File: src/common/tcc_pkg.sv
package tcc_pkg;

    // ------------------------------------------------------------
    // Register byte addresses (one aligned word each)
    // ------------------------------------------------------------
    localparam logic [7:0] ADDR_CONTROL_ONE = 8'h00;
    localparam logic [7:0] ADDR_CONTROL_TWO = 8'h04;
    localparam logic [7:0] ADDR_STATUS = 8'h08;
    localparam logic [7:0] ADDR_CAP1_HIGH = 8'h0C;
    localparam logic [7:0] ADDR_CAP1_LOW = 8'h10;
    localparam logic [7:0] ADDR_CAP2_HIGH = 8'h14;
    localparam logic [7:0] ADDR_CAP2_LOW = 8'h18;
    localparam logic [7:0] ADDR_CMP1_HIGH = 8'h1C;
    localparam logic [7:0] ADDR_CMP1_LOW = 8'h20;
    localparam logic [7:0] ADDR_CMP2_HIGH = 8'h24;
    localparam logic [7:0] ADDR_CMP2_LOW = 8'h28;
    localparam logic [7:0] ADDR_CNT_HIGH = 8'h2C;
    localparam logic [7:0] ADDR_CNT_LOW = 8'h30;
    localparam logic [7:0] ADDR_ALT_HIGH = 8'h34;
    localparam logic [7:0] ADDR_ALT_LOW = 8'h38;
    // Distance between the two channels of capture or compare registers
    localparam logic [7:0] ADDR_CHANNEL_STRIDE = 8'h08;

    // ------------------------------------------------------------
    // Control register one fields
    // ------------------------------------------------------------
    localparam int CR1_CAPTURE_IRQ_ENABLE = 7;
    localparam int CR1_COMPARE_IRQ_ENABLE = 6;
    localparam int CR1_OVERFLOW_IRQ_ENABLE = 5;
    localparam int CR1_COMPARE_OUTPUT_LEVEL2 = 2;
    localparam int CR1_CAPTURE_EDGE_SELECT1 = 1;
    localparam int CR1_COMPARE_OUTPUT_LEVEL1 = 0;

    // ------------------------------------------------------------
    // Control register two fields
    // ------------------------------------------------------------
    localparam int CR2_COMPARE_OUTPUT_ENABLE1 = 7;
    localparam int CR2_COMPARE_OUTPUT_ENABLE2 = 6;
    localparam int CR2_ONE_PULSE_SELECT = 5;
    localparam int CR2_PWM_SELECT = 4;
    localparam int CR2_CLOCK_SELECT_BIT1 = 3;
    localparam int CR2_CLOCK_SELECT_BIT0 = 2;
    localparam int CR2_CAPTURE_EDGE_SELECT2 = 1;
    localparam int CR2_EXT_CLOCK_EDGE_SELECT = 0;

    // ------------------------------------------------------------
    // Status register fields
    // ------------------------------------------------------------
    localparam int SR_CAPTURE_FLAG1 = 7;
    localparam int SR_COMPARE_FLAG1 = 6;
    localparam int SR_OVERFLOW_FLAG = 5;
    localparam int SR_CAPTURE_FLAG2 = 4;
    localparam int SR_COMPARE_FLAG2 = 3;

    // ------------------------------------------------------------
    // Clock select encodings and reset values
    // ------------------------------------------------------------
    localparam logic [1:0] CLK_SEL_DIV4 = 2'h0;
    localparam logic [1:0] CLK_SEL_DIV2 = 2'h1;
    localparam logic [1:0] CLK_SEL_DIV8 = 2'h2;
    localparam logic [1:0] CLK_SEL_EXT = 2'h3;
    localparam logic [7:0] CONTROL_RESET = 8'h00;
    localparam logic [15:0] COUNTER_RESET = 16'hFFFC;
    localparam logic [15:0] COUNTER_TOP = 16'hFFFF;
    localparam logic [15:0] COMPARE_RESET = 16'h8000;

    // ------------------------------------------------------------
    // Bus responses
    // ------------------------------------------------------------
    localparam logic [1:0] RESP_OKAY = 2'h0;
    localparam logic [1:0] RESP_SLVERR = 2'h2;

endpackage : tcc_pkg

File: src/hw/tcc_top.sv
// Operation
// Both clock-select bits one makes the external clock pin drive the counter.
// External-edge select bit picks rising or falling pin edges for counting.
// All counter updates happen on the internal clock, external edges synchronised.
// External clock leaves four CPU clock edges between its active edges.
// Two 16-bit capture registers latch the counter on selected pin edges.
// Capture registers are read-only high and low bytes; writes ignored.
// Each capture input has its own edge-select bit, one per control register.
// Capture sets flag and stores count; shared enable and global mask gate request.
// Capture flag clears after status read seeing it, then capture low access.
// Reading capture high blocks captures and flag until capture low is read.
// Capture register holds the most recent capture, overwriting older values.
// Capture and compare channels all work at once without interference.
// In one-pulse or modulation mode only capture channel two captures.
// Capture inputs always see pin transitions, whatever the pin direction.
// Two read/write 16-bit compare registers, reset 8000h, compared continuously.
// Match sets flag, drives level bit to pin, requests interrupt; pin low at reset.
// Flag and pin act while counter equals compare value, in every clock mode.
// Output enable clear leaves pin as general I/O; interrupt still possible.
// Compare flag clears after status read seeing it, then compare low access.
// Writing compare high suspends that channel's matching until low is written.
// Software updates compare by high write, status read, then low write.
// A 16-bit free-running up counter is observed by all channels.
// Internal timer clock is CPU clock divided by 2, 4 or 8.
// Writing counter low or alternate low reloads FFFCh, also the reset value.
`timescale 1ns/1ps

module tcc_top
    import tcc_pkg::*;
(
    input wire logic aclk,
    input wire logic aresetn,
    input wire logic [7:0] s_axi_awaddr,
    input wire logic s_axi_awvalid,
    output logic s_axi_awready,
    input wire logic [31:0] s_axi_wdata,
    input wire logic [3:0] s_axi_wstrb,
    input wire logic s_axi_wvalid,
    output logic s_axi_wready,
    output logic [1:0] s_axi_bresp,
    output logic s_axi_bvalid,
    input wire logic s_axi_bready,
    input wire logic [7:0] s_axi_araddr,
    input wire logic s_axi_arvalid,
    output logic s_axi_arready,
    output logic [31:0] s_axi_rdata,
    output logic [1:0] s_axi_rresp,
    output logic s_axi_rvalid,
    input wire logic s_axi_rready,
    input wire logic ext_clock_pin,
    input wire logic [1:0] capture_input_pin,
    output logic [1:0] compare_output_pin,
    output logic [1:0] compare_output_pin_oe,
    input wire logic cpu_irq_mask,
    output logic timer_irq
);

    // ------------------------------------------------------------
    // Bus slave
    // ------------------------------------------------------------
    logic aw_held;
    logic w_held;
    logic [7:0] aw_addr;
    logic [7:0] w_byte;
    logic w_lane0;
    logic [7:0] rd_byte;
    logic rd_mapped;

    wire wr_do = aw_held & w_held & ~s_axi_bvalid;
    wire rd_do = s_axi_arvalid & s_axi_arready;
    wire wr_mapped = (aw_addr[1:0] == 2'h0) && (aw_addr <= ADDR_ALT_LOW);
    wire wr_en = wr_do & wr_mapped & w_lane0;
    wire [7:0] rd_addr = s_axi_araddr;

    always_ff @(posedge aclk) begin
        if (!aresetn) begin
            aw_held <= 1'b0;
            w_held <= 1'b0;
            aw_addr <= 8'h00;
            w_byte <= 8'h00;
            w_lane0 <= 1'b0;
            s_axi_awready <= 1'b1;
            s_axi_wready <= 1'b1;
            s_axi_bvalid <= 1'b0;
            s_axi_bresp <= RESP_OKAY;
        end else begin
            if (s_axi_awvalid && s_axi_awready) begin
                aw_held <= 1'b1;
                aw_addr <= s_axi_awaddr;
                s_axi_awready <= 1'b0;
            end
            if (s_axi_wvalid && s_axi_wready) begin
                w_held <= 1'b1;
                w_byte <= s_axi_wdata[7:0];
                w_lane0 <= s_axi_wstrb[0];
                s_axi_wready <= 1'b0;
            end
            if (wr_do) begin
                aw_held <= 1'b0;
                w_held <= 1'b0;
                s_axi_bvalid <= 1'b1;
                s_axi_bresp <= wr_mapped ? RESP_OKAY : RESP_SLVERR;
            end
            if (s_axi_bvalid && s_axi_bready) begin
                s_axi_bvalid <= 1'b0;
                s_axi_awready <= 1'b1;
                s_axi_wready <= 1'b1;
            end
        end
    end

    always_ff @(posedge aclk) begin
        if (!aresetn) begin
            s_axi_arready <= 1'b1;
            s_axi_rvalid <= 1'b0;
            s_axi_rdata <= 32'h0000_0000;
            s_axi_rresp <= RESP_OKAY;
        end else if (rd_do) begin
            s_axi_arready <= 1'b0;
            s_axi_rvalid <= 1'b1;
            s_axi_rdata <= {24'h00_0000, rd_byte};
            s_axi_rresp <= rd_mapped ? RESP_OKAY : RESP_SLVERR;
        end else if (s_axi_rvalid && s_axi_rready) begin
            s_axi_rvalid <= 1'b0;
            s_axi_arready <= 1'b1;
        end
    end

    // ------------------------------------------------------------
    // Control registers
    // ------------------------------------------------------------
    logic [7:0] control_reg_one;
    logic [7:0] control_reg_two;

    always_ff @(posedge aclk) begin
        if (!aresetn) begin
            control_reg_one <= CONTROL_RESET;
            control_reg_two <= CONTROL_RESET;
        end else if (wr_en && aw_addr == ADDR_CONTROL_ONE) begin
            control_reg_one <= w_byte;
        end else if (wr_en && aw_addr == ADDR_CONTROL_TWO) begin
            control_reg_two <= w_byte;
        end
    end

    wire [1:0] timer_clock_select = {control_reg_two[CR2_CLOCK_SELECT_BIT1],
                                     control_reg_two[CR2_CLOCK_SELECT_BIT0]};
    wire ext_clock_edge_select = control_reg_two[CR2_EXT_CLOCK_EDGE_SELECT];
    wire one_pulse_select = control_reg_two[CR2_ONE_PULSE_SELECT];
    wire pwm_select = control_reg_two[CR2_PWM_SELECT];
    wire capture_irq_enable = control_reg_one[CR1_CAPTURE_IRQ_ENABLE];
    wire compare_irq_enable = control_reg_one[CR1_COMPARE_IRQ_ENABLE];
    wire overflow_irq_enable = control_reg_one[CR1_OVERFLOW_IRQ_ENABLE];
    wire [1:0] capture_edge_select = {control_reg_two[CR2_CAPTURE_EDGE_SELECT2],
                                      control_reg_one[CR1_CAPTURE_EDGE_SELECT1]};
    wire [1:0] compare_output_level = {control_reg_one[CR1_COMPARE_OUTPUT_LEVEL2],
                                       control_reg_one[CR1_COMPARE_OUTPUT_LEVEL1]};
    wire [1:0] compare_output_enable = {control_reg_two[CR2_COMPARE_OUTPUT_ENABLE2],
                                        control_reg_two[CR2_COMPARE_OUTPUT_ENABLE1]};

    // ------------------------------------------------------------
    // Timer clock: prescaler and external clock edge
    // ------------------------------------------------------------
    logic [2:0] presc;
    logic ext_s1;
    logic ext_s2;
    logic ext_s3;

    always_ff @(posedge aclk) begin
        if (!aresetn) begin
            presc <= 3'h0;
            ext_s1 <= 1'b0;
            ext_s2 <= 1'b0;
            ext_s3 <= 1'b0;
        end else begin
            presc <= presc + 3'h1;
            ext_s1 <= ext_clock_pin;
            ext_s2 <= ext_s1;
            ext_s3 <= ext_s2;
        end
    end

    // Edge select high counts rising edges, low counts falling edges
    wire ext_edge = ext_clock_edge_select ? (ext_s2 & ~ext_s3) : (~ext_s2 & ext_s3);
    logic tick;
    always_comb begin
        case (timer_clock_select)
            CLK_SEL_DIV2: tick = presc[0];
            CLK_SEL_DIV4: tick = &presc[1:0];
            CLK_SEL_DIV8: tick = &presc;
            CLK_SEL_EXT: tick = ext_edge;
            default: tick = 1'b0;
        endcase
    end

    // ------------------------------------------------------------
    // Free-running counter and overflow
    // ------------------------------------------------------------
    logic [15:0] counter;
    logic overflow_flag;
    logic overflow_armed;
    wire status_rd = rd_do && rd_addr == ADDR_STATUS;
    wire cnt_low_rd = rd_do && rd_addr == ADDR_CNT_LOW;
    wire cnt_low_wr = wr_en && aw_addr == ADDR_CNT_LOW;
    wire alt_low_wr = wr_en && aw_addr == ADDR_ALT_LOW;
    wire counter_reload = cnt_low_wr | alt_low_wr;
    wire overflow_set = tick && counter == COUNTER_TOP && !counter_reload;
    wire overflow_clear = overflow_armed & (cnt_low_rd | cnt_low_wr);

    always_ff @(posedge aclk) begin
        if (!aresetn) begin
            counter <= COUNTER_RESET;
        end else if (counter_reload) begin
            counter <= COUNTER_RESET;
        end else if (tick) begin
            counter <= counter + 16'h0001;
        end
    end

    always_ff @(posedge aclk) begin
        if (!aresetn) begin
            overflow_flag <= 1'b0;
            overflow_armed <= 1'b0;
        end else begin
            overflow_flag <= overflow_set | (overflow_flag & ~overflow_clear);
            if (overflow_clear) begin
                overflow_armed <= 1'b0;
            end else if (status_rd && overflow_flag) begin
                overflow_armed <= 1'b1;
            end
        end
    end

    // ------------------------------------------------------------
    // Capture and compare channels
    // ------------------------------------------------------------
    logic [15:0] capture_value [2];
    logic [15:0] compare_value [2];
    logic [1:0] capture_flag;
    logic [1:0] compare_flag;

    genvar ch;
    generate
        for (ch = 0; ch < 2; ch++) begin : g_chan
            localparam logic [7:0] OFS = ch[0] ? ADDR_CHANNEL_STRIDE : 8'h00;
            logic cap_s1;
            logic cap_s2;
            logic cap_s3;
            logic cap_blocked;
            logic cap_armed;
            logic [15:0] cap_val;
            logic cap_flag;
            logic [15:0] cmp_val;
            logic cmp_inhibit;
            logic cmp_armed;
            logic cmp_flag;
            logic pin_latch;
            logic pin_oe;

            wire cap_hi_rd = rd_do && rd_addr == ADDR_CAP1_HIGH + OFS;
            wire cap_lo_rd = rd_do && rd_addr == ADDR_CAP1_LOW + OFS;
            wire cap_lo_wr = wr_en && aw_addr == ADDR_CAP1_LOW + OFS;
            wire cmp_hi_wr = wr_en && aw_addr == ADDR_CMP1_HIGH + OFS;
            wire cmp_lo_wr = wr_en && aw_addr == ADDR_CMP1_LOW + OFS;
            wire cmp_lo_rd = rd_do && rd_addr == ADDR_CMP1_LOW + OFS;
            wire cap_allowed = (ch == 1) || !(one_pulse_select || pwm_select);
            wire cap_edge = capture_edge_select[ch] ? (cap_s2 & ~cap_s3)
                                                    : (~cap_s2 & cap_s3);
            wire cap_event = cap_edge & cap_allowed & ~cap_blocked;
            wire cap_clear = cap_armed & (cap_lo_rd | cap_lo_wr);
            wire cmp_match = (counter == cmp_val) && !cmp_inhibit;
            wire cmp_clear = cmp_armed & (cmp_lo_rd | cmp_lo_wr);

            always_ff @(posedge aclk) begin
                if (!aresetn) begin
                    cap_s1 <= 1'b0;
                    cap_s2 <= 1'b0;
                    cap_s3 <= 1'b0;
                    cap_blocked <= 1'b0;
                    cap_val <= 16'h0000;
                end else begin
                    cap_s1 <= capture_input_pin[ch];
                    cap_s2 <= cap_s1;
                    cap_s3 <= cap_s2;
                    if (cap_hi_rd) begin
                        cap_blocked <= 1'b1;
                    end else if (cap_lo_rd) begin
                        cap_blocked <= 1'b0;
                    end
                    if (cap_event) begin
                        cap_val <= counter;
                    end
                end
            end

            always_ff @(posedge aclk) begin
                if (!aresetn) begin
                    cap_flag <= 1'b0;
                    cap_armed <= 1'b0;
                end else begin
                    cap_flag <= cap_event | (cap_flag & ~cap_clear);
                    if (cap_clear) begin
                        cap_armed <= 1'b0;
                    end else if (status_rd && cap_flag) begin
                        cap_armed <= 1'b1;
                    end
                end
            end

            always_ff @(posedge aclk) begin
                if (!aresetn) begin
                    cmp_val <= COMPARE_RESET;
                    cmp_inhibit <= 1'b0;
                end else if (cmp_hi_wr) begin
                    cmp_val[15:8] <= w_byte;
                    cmp_inhibit <= 1'b1;
                end else if (cmp_lo_wr) begin
                    cmp_val[7:0] <= w_byte;
                    cmp_inhibit <= 1'b0;
                end
            end

            always_ff @(posedge aclk) begin
                if (!aresetn) begin
                    cmp_flag <= 1'b0;
                    cmp_armed <= 1'b0;
                    pin_latch <= 1'b0;
                    pin_oe <= 1'b0;
                end else begin
                    cmp_flag <= cmp_match | (cmp_flag & ~cmp_clear);
                    if (cmp_clear) begin
                        cmp_armed <= 1'b0;
                    end else if (status_rd && cmp_flag) begin
                        cmp_armed <= 1'b1;
                    end
                    if (cmp_match) begin
                        pin_latch <= compare_output_level[ch];
                    end
                    pin_oe <= compare_output_enable[ch];
                end
            end

            assign capture_value[ch] = cap_val;
            assign capture_flag[ch] = cap_flag;
            assign compare_value[ch] = cmp_val;
            assign compare_flag[ch] = cmp_flag;
            assign compare_output_pin[ch] = pin_latch;
            assign compare_output_pin_oe[ch] = pin_oe;
        end
    endgenerate

    // ------------------------------------------------------------
    // Status and interrupt request
    // ------------------------------------------------------------
    logic [7:0] timer_status_reg;
    always_comb begin
        timer_status_reg = 8'h00;
        timer_status_reg[SR_CAPTURE_FLAG1] = capture_flag[0];
        timer_status_reg[SR_COMPARE_FLAG1] = compare_flag[0];
        timer_status_reg[SR_OVERFLOW_FLAG] = overflow_flag;
        timer_status_reg[SR_CAPTURE_FLAG2] = capture_flag[1];
        timer_status_reg[SR_COMPARE_FLAG2] = compare_flag[1];
    end

    // Pending requests stay in the flags until both enable and mask allow them
    wire irq_any = (capture_irq_enable & (|capture_flag))
                 | (compare_irq_enable & (|compare_flag))
                 | (overflow_irq_enable & overflow_flag);

    always_ff @(posedge aclk) begin
        if (!aresetn) begin
            timer_irq <= 1'b0;
        end else begin
            timer_irq <= irq_any & ~cpu_irq_mask;
        end
    end

    // ------------------------------------------------------------
    // Read data selection
    // ------------------------------------------------------------
    always_comb begin
        rd_mapped = 1'b1;
        case (rd_addr)
            ADDR_CONTROL_ONE: rd_byte = control_reg_one;
            ADDR_CONTROL_TWO: rd_byte = control_reg_two;
            ADDR_STATUS: rd_byte = timer_status_reg;
            ADDR_CAP1_HIGH: rd_byte = capture_value[0][15:8];
            ADDR_CAP1_LOW: rd_byte = capture_value[0][7:0];
            ADDR_CAP2_HIGH: rd_byte = capture_value[1][15:8];
            ADDR_CAP2_LOW: rd_byte = capture_value[1][7:0];
            ADDR_CMP1_HIGH: rd_byte = compare_value[0][15:8];
            ADDR_CMP1_LOW: rd_byte = compare_value[0][7:0];
            ADDR_CMP2_HIGH: rd_byte = compare_value[1][15:8];
            ADDR_CMP2_LOW: rd_byte = compare_value[1][7:0];
            ADDR_CNT_HIGH: rd_byte = counter[15:8];
            ADDR_CNT_LOW: rd_byte = counter[7:0];
            ADDR_ALT_HIGH: rd_byte = counter[15:8];
            ADDR_ALT_LOW: rd_byte = counter[7:0];
            default: begin
                rd_byte = 8'h00;
                rd_mapped = 1'b0;
            end
        endcase
    end

endmodule : tcc_top

File: config.mk
export PLATFORM = sky130hd
export DESIGN_NAME = tcc_top
export DESIGN_NICKNAME = d
export VERILOG_FILES = /design/src/common/tcc_pkg.sv /design/src/hw/tcc_top.sv
export SDC_FILE = /design/constraint.sdc
export NUM_CORES = 1
export LEC_CHECK = 0
export BUFFER_PORTS_ARGS = -buffer_cell sky130_fd_sc_hd__buf_2
export CORE_UTILIZATION = 50
export CTS_BUF_LIST = sky130_fd_sc_hd__clkbuf_16
export CTS_CLUSTER_DIAMETER = 200
export CTS_CLUSTER_SIZE = 16
export DETAILED_ROUTE_END_ITERATION = 12
export PLACE_DENSITY = 0.74
export SLEW_MARGIN = 25
export SYNTH_ARGS = -nofsm -noshare
export SYNTH_HDL_FRONTEND = slang
export SYNTH_SLANG_ARGS = --single-unit
File: constraint.sdc
create_clock -name aclk -period 1.7 [get_ports aclk]
set_input_delay 0 -clock aclk [delete_from_list [all_inputs] [get_ports aclk]]
set_output_delay 0 -clock aclk [all_outputs]
set_load 0.03 [all_outputs]
==> results.json, run 1 <==
{
  "rsz0062_at_grt": "true",
  "layout_setup_ws_ps": -69.2,
  "grt_pass1_vias": 7183,
  "ys_ff_latch": 161,
  "holdPathStages": 3,
  "grt_overflow": 0,
  "synth_edf_count": 0,
  "routedWlPerCell_um": 20.7,
  "crit_path_max_fanout": 5,
  "synth_area_sq_um": 7740,
  "syn_to_final_growth_pct": 32.9,
  "start_util_pct": 51.1,
  "grt_first_pass_wirelength_mm": 39.6,
  "critPathTopFamily": "simple AND/OR/NAND/NOR gates",
  "track_usage_pct": 32.7,
  "ys.flop_type": "dfxtp_1",
  "max_freq_mhz": 565,
  "cp.buffers_inverters": 2,
  "max_slew_margin_pct": 59.8,
  "core_sq_um": 15100,
  "finalClockSkew_ps": 9.01,
  "cellPowerDensity_nw_per_um2": 854,
  "ant_nets": 0,
  "violations": "negative hold slack, negative setup slack",
  "wirelength_mm": 26.5,
  "dp_slack_ps": -204,
  "die_h_um": 126,
  "critPathRequiredTime_ps": 2070,
  "syn_inst": 899,
  "die_w_um": 126,
  "synth-seq-area-share_pct": 41.7,
  "rr_startpoint": "counter[1]",
  "finalHoldViolCount": 1,
  "place_area_sq_um": 8880,
  "synthTopCellsByArea": "dfxtp_1, mux2i_1, nand2_1",
  "route.detailed.drc": 0,
  "power.total_mw": 8.79,
  "cts_num_sinks": 161,
  "drt-pass1-iter-count": 6,
  "avgSynthCellArea_sq_um": 8.61,
  "yosysUniqueCellTypes": 67,
  "critPathMaxStageDelay_ps": 360,
  "cts_tree": "done",
  "crit_arrival_ps": 2140,
  "fin_hold_ws_ps": -16.7,
  "setup_viol": 12,
  "drt_iter0_drc": 1052,
  "synth_top_area_share_pct": 41.7,
  "grt_start_max_net_pins": 61,
  "antenna_found_initial": 0,
  "ff2ff_path_depth": 7,
  "dr_total_vias": 7654,
  "fin_crit_sh_pct": 104,
  "place.gp.congestion": 1.03,
  "rows": 45,
  "clock_latency_ps": 440,
  "endpoint_kind": "flop",
  "path_class": "reg -> reg",
  "cts_inserted_buffers": 17,
  "hold_path_end": "s_axi_rdata[2]",
  "min_from": "aresetn",
  "ios": 109,
  "total_leakage_power_nw": 3.98,
  "die-area_sq_um": 16000,
  "clk_pin_slew_ps": 70,
  "n_antenna_cell": 0,
  "setup_tns_ps": -295,
  "rr_endpoint": "g_chan[0].pin_latch",
  "fin_crit_ps": 1770,
  "port_buffers": 55,
  "worstPathCellList": "buf_6, xor2_2, nor4_4, nand4_1, nor3_1, buf_4, mux2i_1",
  "nNetsFinal": 1143,
  "maxCapViolCount": 0,
  "rrSetupSlack_ps": -70,
  "min_path_type": "in -> reg",
  "yosysTopAreaCell": "dfxtp_1",
  "tightest_slew_ps": 602,
  "final_area_sq_um": 10300,
  "start_kind": "flop",
  "report.final.slew_viol_count": 0,
  "clock_path_buffers": 2,
  "ys_warn_count": 0,
  "viasPerCell": 5.99,
  "async_flop_share_pct": 0,
  "cp_slowest_cell": "dfxtp_4",
  "ir_worst_vdd_mv": 0.823,
  "status": "finished with violations",
  "cts-root-buf": "clkbuf_16",
  "drive_gt1_share_pct": 26.6,
  "h-tree-depth": 4,
  "dp_hpwl_mm": 17.3
}
==> sequential cells by signal, summed over array words and instances (netlist names), 2 cells and up <==
signal,flops
g_chan.cap_s3,2
control_reg_one,8
g_chan.cap_flag,2
aw_addr,8
g_chan.cap_armed,2
g_chan.cap_s1,2
g_chan.cmp_armed,2
s_axi_rdata,8
g_chan.pin_oe,2
presc,3
g_chan.cmp_val,32
counter,16
w_byte,8
g_chan.pin_latch,2
g_chan.cmp_flag,2
g_chan.cap_s2,2
g_chan.cap_val,32
control_reg_two,8
g_chan.cap_blocked,2
g_chan.cmp_inhibit,2
==> power by group <==
group          total (mW)  internal (mW)  switching, mW
combinational       0.820          0.331          0.489
sequential           3.94           3.85         0.0871
clock                4.03           2.24           1.79
total                8.79           6.42           2.36
==> how the worst max path moves through the flow <==
stage,slack (ps),endpoint,from,cells past startpoint
floorplan,-50,g_chan[1].cmp_inhibit,aw_addr[7],6
global route,-140,counter[14],counter[9],7
global placement,-180,s_axi_rdata[5],g_chan[0].cmp_val[13],6
finish,-70,g_chan[0].pin_latch,counter[1],7
CTS,-0.5,counter[13],presc[0],8
detailed placement,-200,s_axi_rdata[5],g_chan[0].cmp_val[13],6
==> through the flow <==
stage / utilization, % / std cells
4_1_cts: 66.1 / 1273
5_1_grt: 67.9 / 1278
6_report: 67.9 / 1278
3_5_place_dp: 58.6 / 1196
3_3_place_gp: 58.6 / 1196
2_1_floorplan: - / 924
==> cells in the mapped netlist (all sizes together), types with 5 or more instances <==
library cell,count
a211oi,5
a21oi,76
a22o,6
a22oi,10
and2,20
buf,44
clkbuf,48
dfxtp,161
inv,7
mux2,9
mux2i,62
nand2,110
nand2b,7
nand3,33
nand3b,6
nand4,7
nor2,74
nor2b,7
nor3,20
nor3b,5
nor4,9
o21ai,54
or3,5
xnor2,15
xor2,28
==> layout by cell type (no fill, tap or decap), types with 8 or more instances in the layout <==
cell,Yosys,layout
o21ai_0,54,38
a21oi_2,1,8
buf_2,11,55
buf_4,30,111
dfxtp_1,161,150
xnor2_1,15,15
mux2_2,9,8
dlygate4sd3_1,0,42
xor2_1,28,27
a21oi_1,75,68
nand3_1,33,31
conb_1,1,26
nand2_1,110,109
nor3_1,17,14
and2_1,20,20
mux2i_1,62,61
a22oi_1,10,10
dfxtp_2,0,9
clkbuf_16,0,17
nor2_1,74,71
buf_6,0,10
o21ai_1,0,13
==> worst min-delay path, cell delays in order <==
cell and delay, ps:
buf_2 200, o21ai_0 120, a21oi_1 50
==> area by class of cell <==
cell class / instances / area [sq um]
fillers: 1144 / 4860
multi-input cells: 664 / 4380
inverters: 8 / 31.3
clock inverters: 15 / 196
repair buffers: 225 / 1780
well taps: 188 / 235
clock buffers: 17 / 425
flip-flops and latches: 161 / 3240
==> routing by layer <==
layer / part of all wire [%] / track usage (%) / vias to the layer above
met5: 0 / 0 / -
met4: 4.0 / 14.9 / 0
met3: 11 / 8.31 / 86
met2: 45 / 51.0 / 496
met1: 40 / 42.7 / 3611
li1: - / - / 3461
==> cells by family after synthesis <==
logic type	Yosys count	share of synthesized area, %
buffers and inverters	100	6.48
multiplexers	74	10.2
AND/OR/NAND/NOR	326	21.3
other	1	0.0485
adder cells (fa/ha/maj)	3	0.485
AO/OA/AOI/OAI	191	15.0
flip-flops	161	41.7
XOR/XNOR	43	4.87
==> timing repair <==
action                                  in CTS  in global routing
hold buffers                                42                  0
resized for setup                           20                 64
setup buffers                                3                  5
cloned                                       0                  1
endpoints found under the setup margin      36                 76
hold endpoints to repair                    31                  0
pin swaps                                    3                 32
No activity file was read; power rests on OpenSTA's default activity.
==> run 2: changes to the inputs <==
--- a/config.mk
+++ b/config.mk
@@ -6,6 +6,7 @@
 export NUM_CORES = 1
 export LEC_CHECK = 0
 export BUFFER_PORTS_ARGS = -buffer_cell sky130_fd_sc_hd__buf_2
+export CORE_MARGIN = 2
 export CORE_UTILIZATION = 50
 export CTS_BUF_LIST = sky130_fd_sc_hd__clkbuf_16
 export CTS_CLUSTER_DIAMETER = 200
==> run 2 against run 1 <==
The run ends with negative setup slack left; critical endpoint is now g_chan[0].cmp_val[7]; highest routed layer unchanged; total power shrank 4.8%; sequential share of layout area decreased by 0.080 points; sequential cell count unchanged; global-route usage down 1.5 points; hold slack gained 96 ps; die area is 3.2% higher; count of clock-buffer cells in the layout unchanged; sequential power hardly changed; first-iteration DRC count fell by 2.8%; utilization is 0.17 points higher.
==> results.json, run 2 (synthesis results as in run 1) <==
{
  "route.detailed.drc": 0,
  "dp_hpwl_mm": 17.5,
  "dp_slack_ps": -121,
  "antenna_found_initial": 0,
  "report.final.slew_viol_count": 0,
  "grt_start_max_net_pins": 100,
  "highest_layer": "met4",
  "mostFrequentLayoutCells": "dfxtp_1, buf_4, nand2_1",
  "core_sq_um": 15100,
  "n_antenna_cell": 0,
  "wirelength_mm": 27.5,
  "drt_iter0_drc": 1023,
  "cellPowerDensity_nw_per_um2": 812,
  "ff2ff_path_depth": 5,
  "dr_total_vias": 7818,
  "final_common_cell": "dfxtp_1",
  "hold_path_end": "s_axi_rvalid",
  "clock_path_buffers": 2,
  "syn_to_final_growth_pct": 33.2,
  "rsz0062_at_grt": "true",
  "reg_top3": "g_chan.cap_val x32, g_chan.cmp_val x32, counter x16",
  "grt_first_pass_wirelength_mm": 39.3,
  "rows": 45,
  "drt-pass1-iter-count": 5,
  "holdPathStages": 4,
  "port_buffers": 55,
  "ios": 109,
  "place.gp.congestion": 1.01,
  "routedWlPerCell_um": 21.5,
  "min_from": "s_axi_arvalid",
  "status": "finished with violations",
  "die_h_um": 128,
  "ant_nets": 0,
  "cts-root-buf": "clkbuf_16",
  "cts_inserted_buffers": 17,
  "crit_path_max_fanout": 16,
  "crit_arrival_ps": 2110,
  "total_leakage_power_nw": 4.01,
  "rrSetupSlack_ps": -100,
  "ir_worst_vdd_mv": 0.763,
  "dr_wl_met2_mm": 12.6,
  "min_path_type": "in -> reg",
  "rr_startpoint": "s_axi_bvalid",
  "fin_crit_sh_pct": 106,
  "fin_crit_ps": 1800,
  "clock_latency_ps": 430,
  "max_freq_mhz": 555,
  "violations": "negative setup slack",
  "start_util_pct": 51.1,
  "track_usage_pct": 31.3,
  "wl_met3_mm": 2.62,
  "wl_met1_mm": 10.9,
  "grt_pass1_vias": 7029,
  "cts_num_sinks": 161,
  "dp_cells": 1187,
  "h-tree-depth": 4,
  "die_w_um": 128,
  "viasPerCell": 6.12,
  "critPathRequiredTime_ps": 2000,
  "maxCapViolCount": 0,
  "finalClockSkew_ps": 9.74,
  "drive_gt1_share_pct": 28.2,
  "die-area_sq_um": 16500,
  "nNetsFinal": 1143,
  "grt_overflow": 0,
  "setup_viol": 17,
  "cts_tree": "done",
  "clk_pin_slew_ps": 60,
  "path_class": "reg -> reg",
  "start_kind": "flop",
  "layout_setup_ws_ps": -102,
  "instances_no_fill": 1278,
  "endpoint_kind": "flop",
  "rr_endpoint": "g_chan[0].cmp_val[7]",
  "finalHoldViolCount": 0,
  "final_util_pct": 68.1
}
## run 2: cell count changes in the layout (fill, tap and decap cells not counted), moves of 3 or more
cell     previous run  this run
dfxtp_1           150       146
inv_8               4         1
nand2_2             1         7
nand2_1           109       102
a21oi_2             8        15
o21ai_0            38        45
a21oi_1            68        61
o21ai_1            13         6
buf_4             111       105
buf_6              10        13
dfxtp_2             9        15
## run 2: through the flow
stage	setup TNS (ps)	area, sq um	total power, mW	hold slack (ps)
2_1_floorplan	-626	7860	4.47	72.1
3_3_place_gp	-594	8810	4.66	170
3_5_place_dp	-596	8810	4.68	165
4_1_cts	-622	9850	8.25	65.8
5_1_grt	-4340	10300	8.58	102
6_report	-605	10300	8.37	78.9
## run 2: layer usage
layer / track usage, % / up-vias
met2: 49.7 / 546
met5: 0 / -
met1: 42.7 / 3693
met4: 12.2 / 0
li1: - / 3468
met3: 5.28 / 111
## run 2: layout make-up
class | instances | area, sq um
Inverter | 8 | 32.5
Timing Repair Buffer | 225 | 1830
Tap cell | 188 | 235
Sequential cell | 161 | 3240
Multi-Input combinational cell | 664 | 4430
Clock inverter | 15 | 113
Fill cell | 1125 | 4840
Clock buffer | 17 | 425
## run 2: repair_timing
| item | 4_1_cts | 5_1_grt |
|---|---|---|
| endpoints found under the hold margin | 29 | 0 |
| resized for setup | 19 | 87 |
| gates cloned | 0 | 5 |
| pin swaps | 4 | 33 |
| setup buffers | 1 | 12 |
| endpoints found under the setup margin | 27 | 75 |
| hold buffers | 42 | 0 |
## run 2: how the worst max path moves through the flow
stage                                      from               endpoint  cells past startpoint
after floorplan                      aw_addr[7]  g_chan[1].cmp_inhibit                      6
after global placement    g_chan[0].cmp_val[13]         s_axi_rdata[5]                      6
after detailed placement  g_chan[0].cmp_val[13]         s_axi_rdata[5]                      6
after CTS                            counter[9]    g_chan[0].pin_latch                      7
after global routing                 aw_addr[7]     control_reg_one[3]                      7
final                              s_axi_bvalid   g_chan[0].cmp_val[7]                      5
## run 2: critical path, cell delays in order (launching register included)
cell and delay (ps):
dfxtp_2 350, and3b_1 360, nand3_2 260, buf_4 270, o21ai_0 290, a21oi_1 140
## run 2: power breakdown
part           internal, mW  total, mW  switching [mW]
Combinational         0.354      0.870           0.516
Sequential             3.85       3.94          0.0865
Clock                  1.88       3.56            1.67
Total                  6.09       8.37            2.28
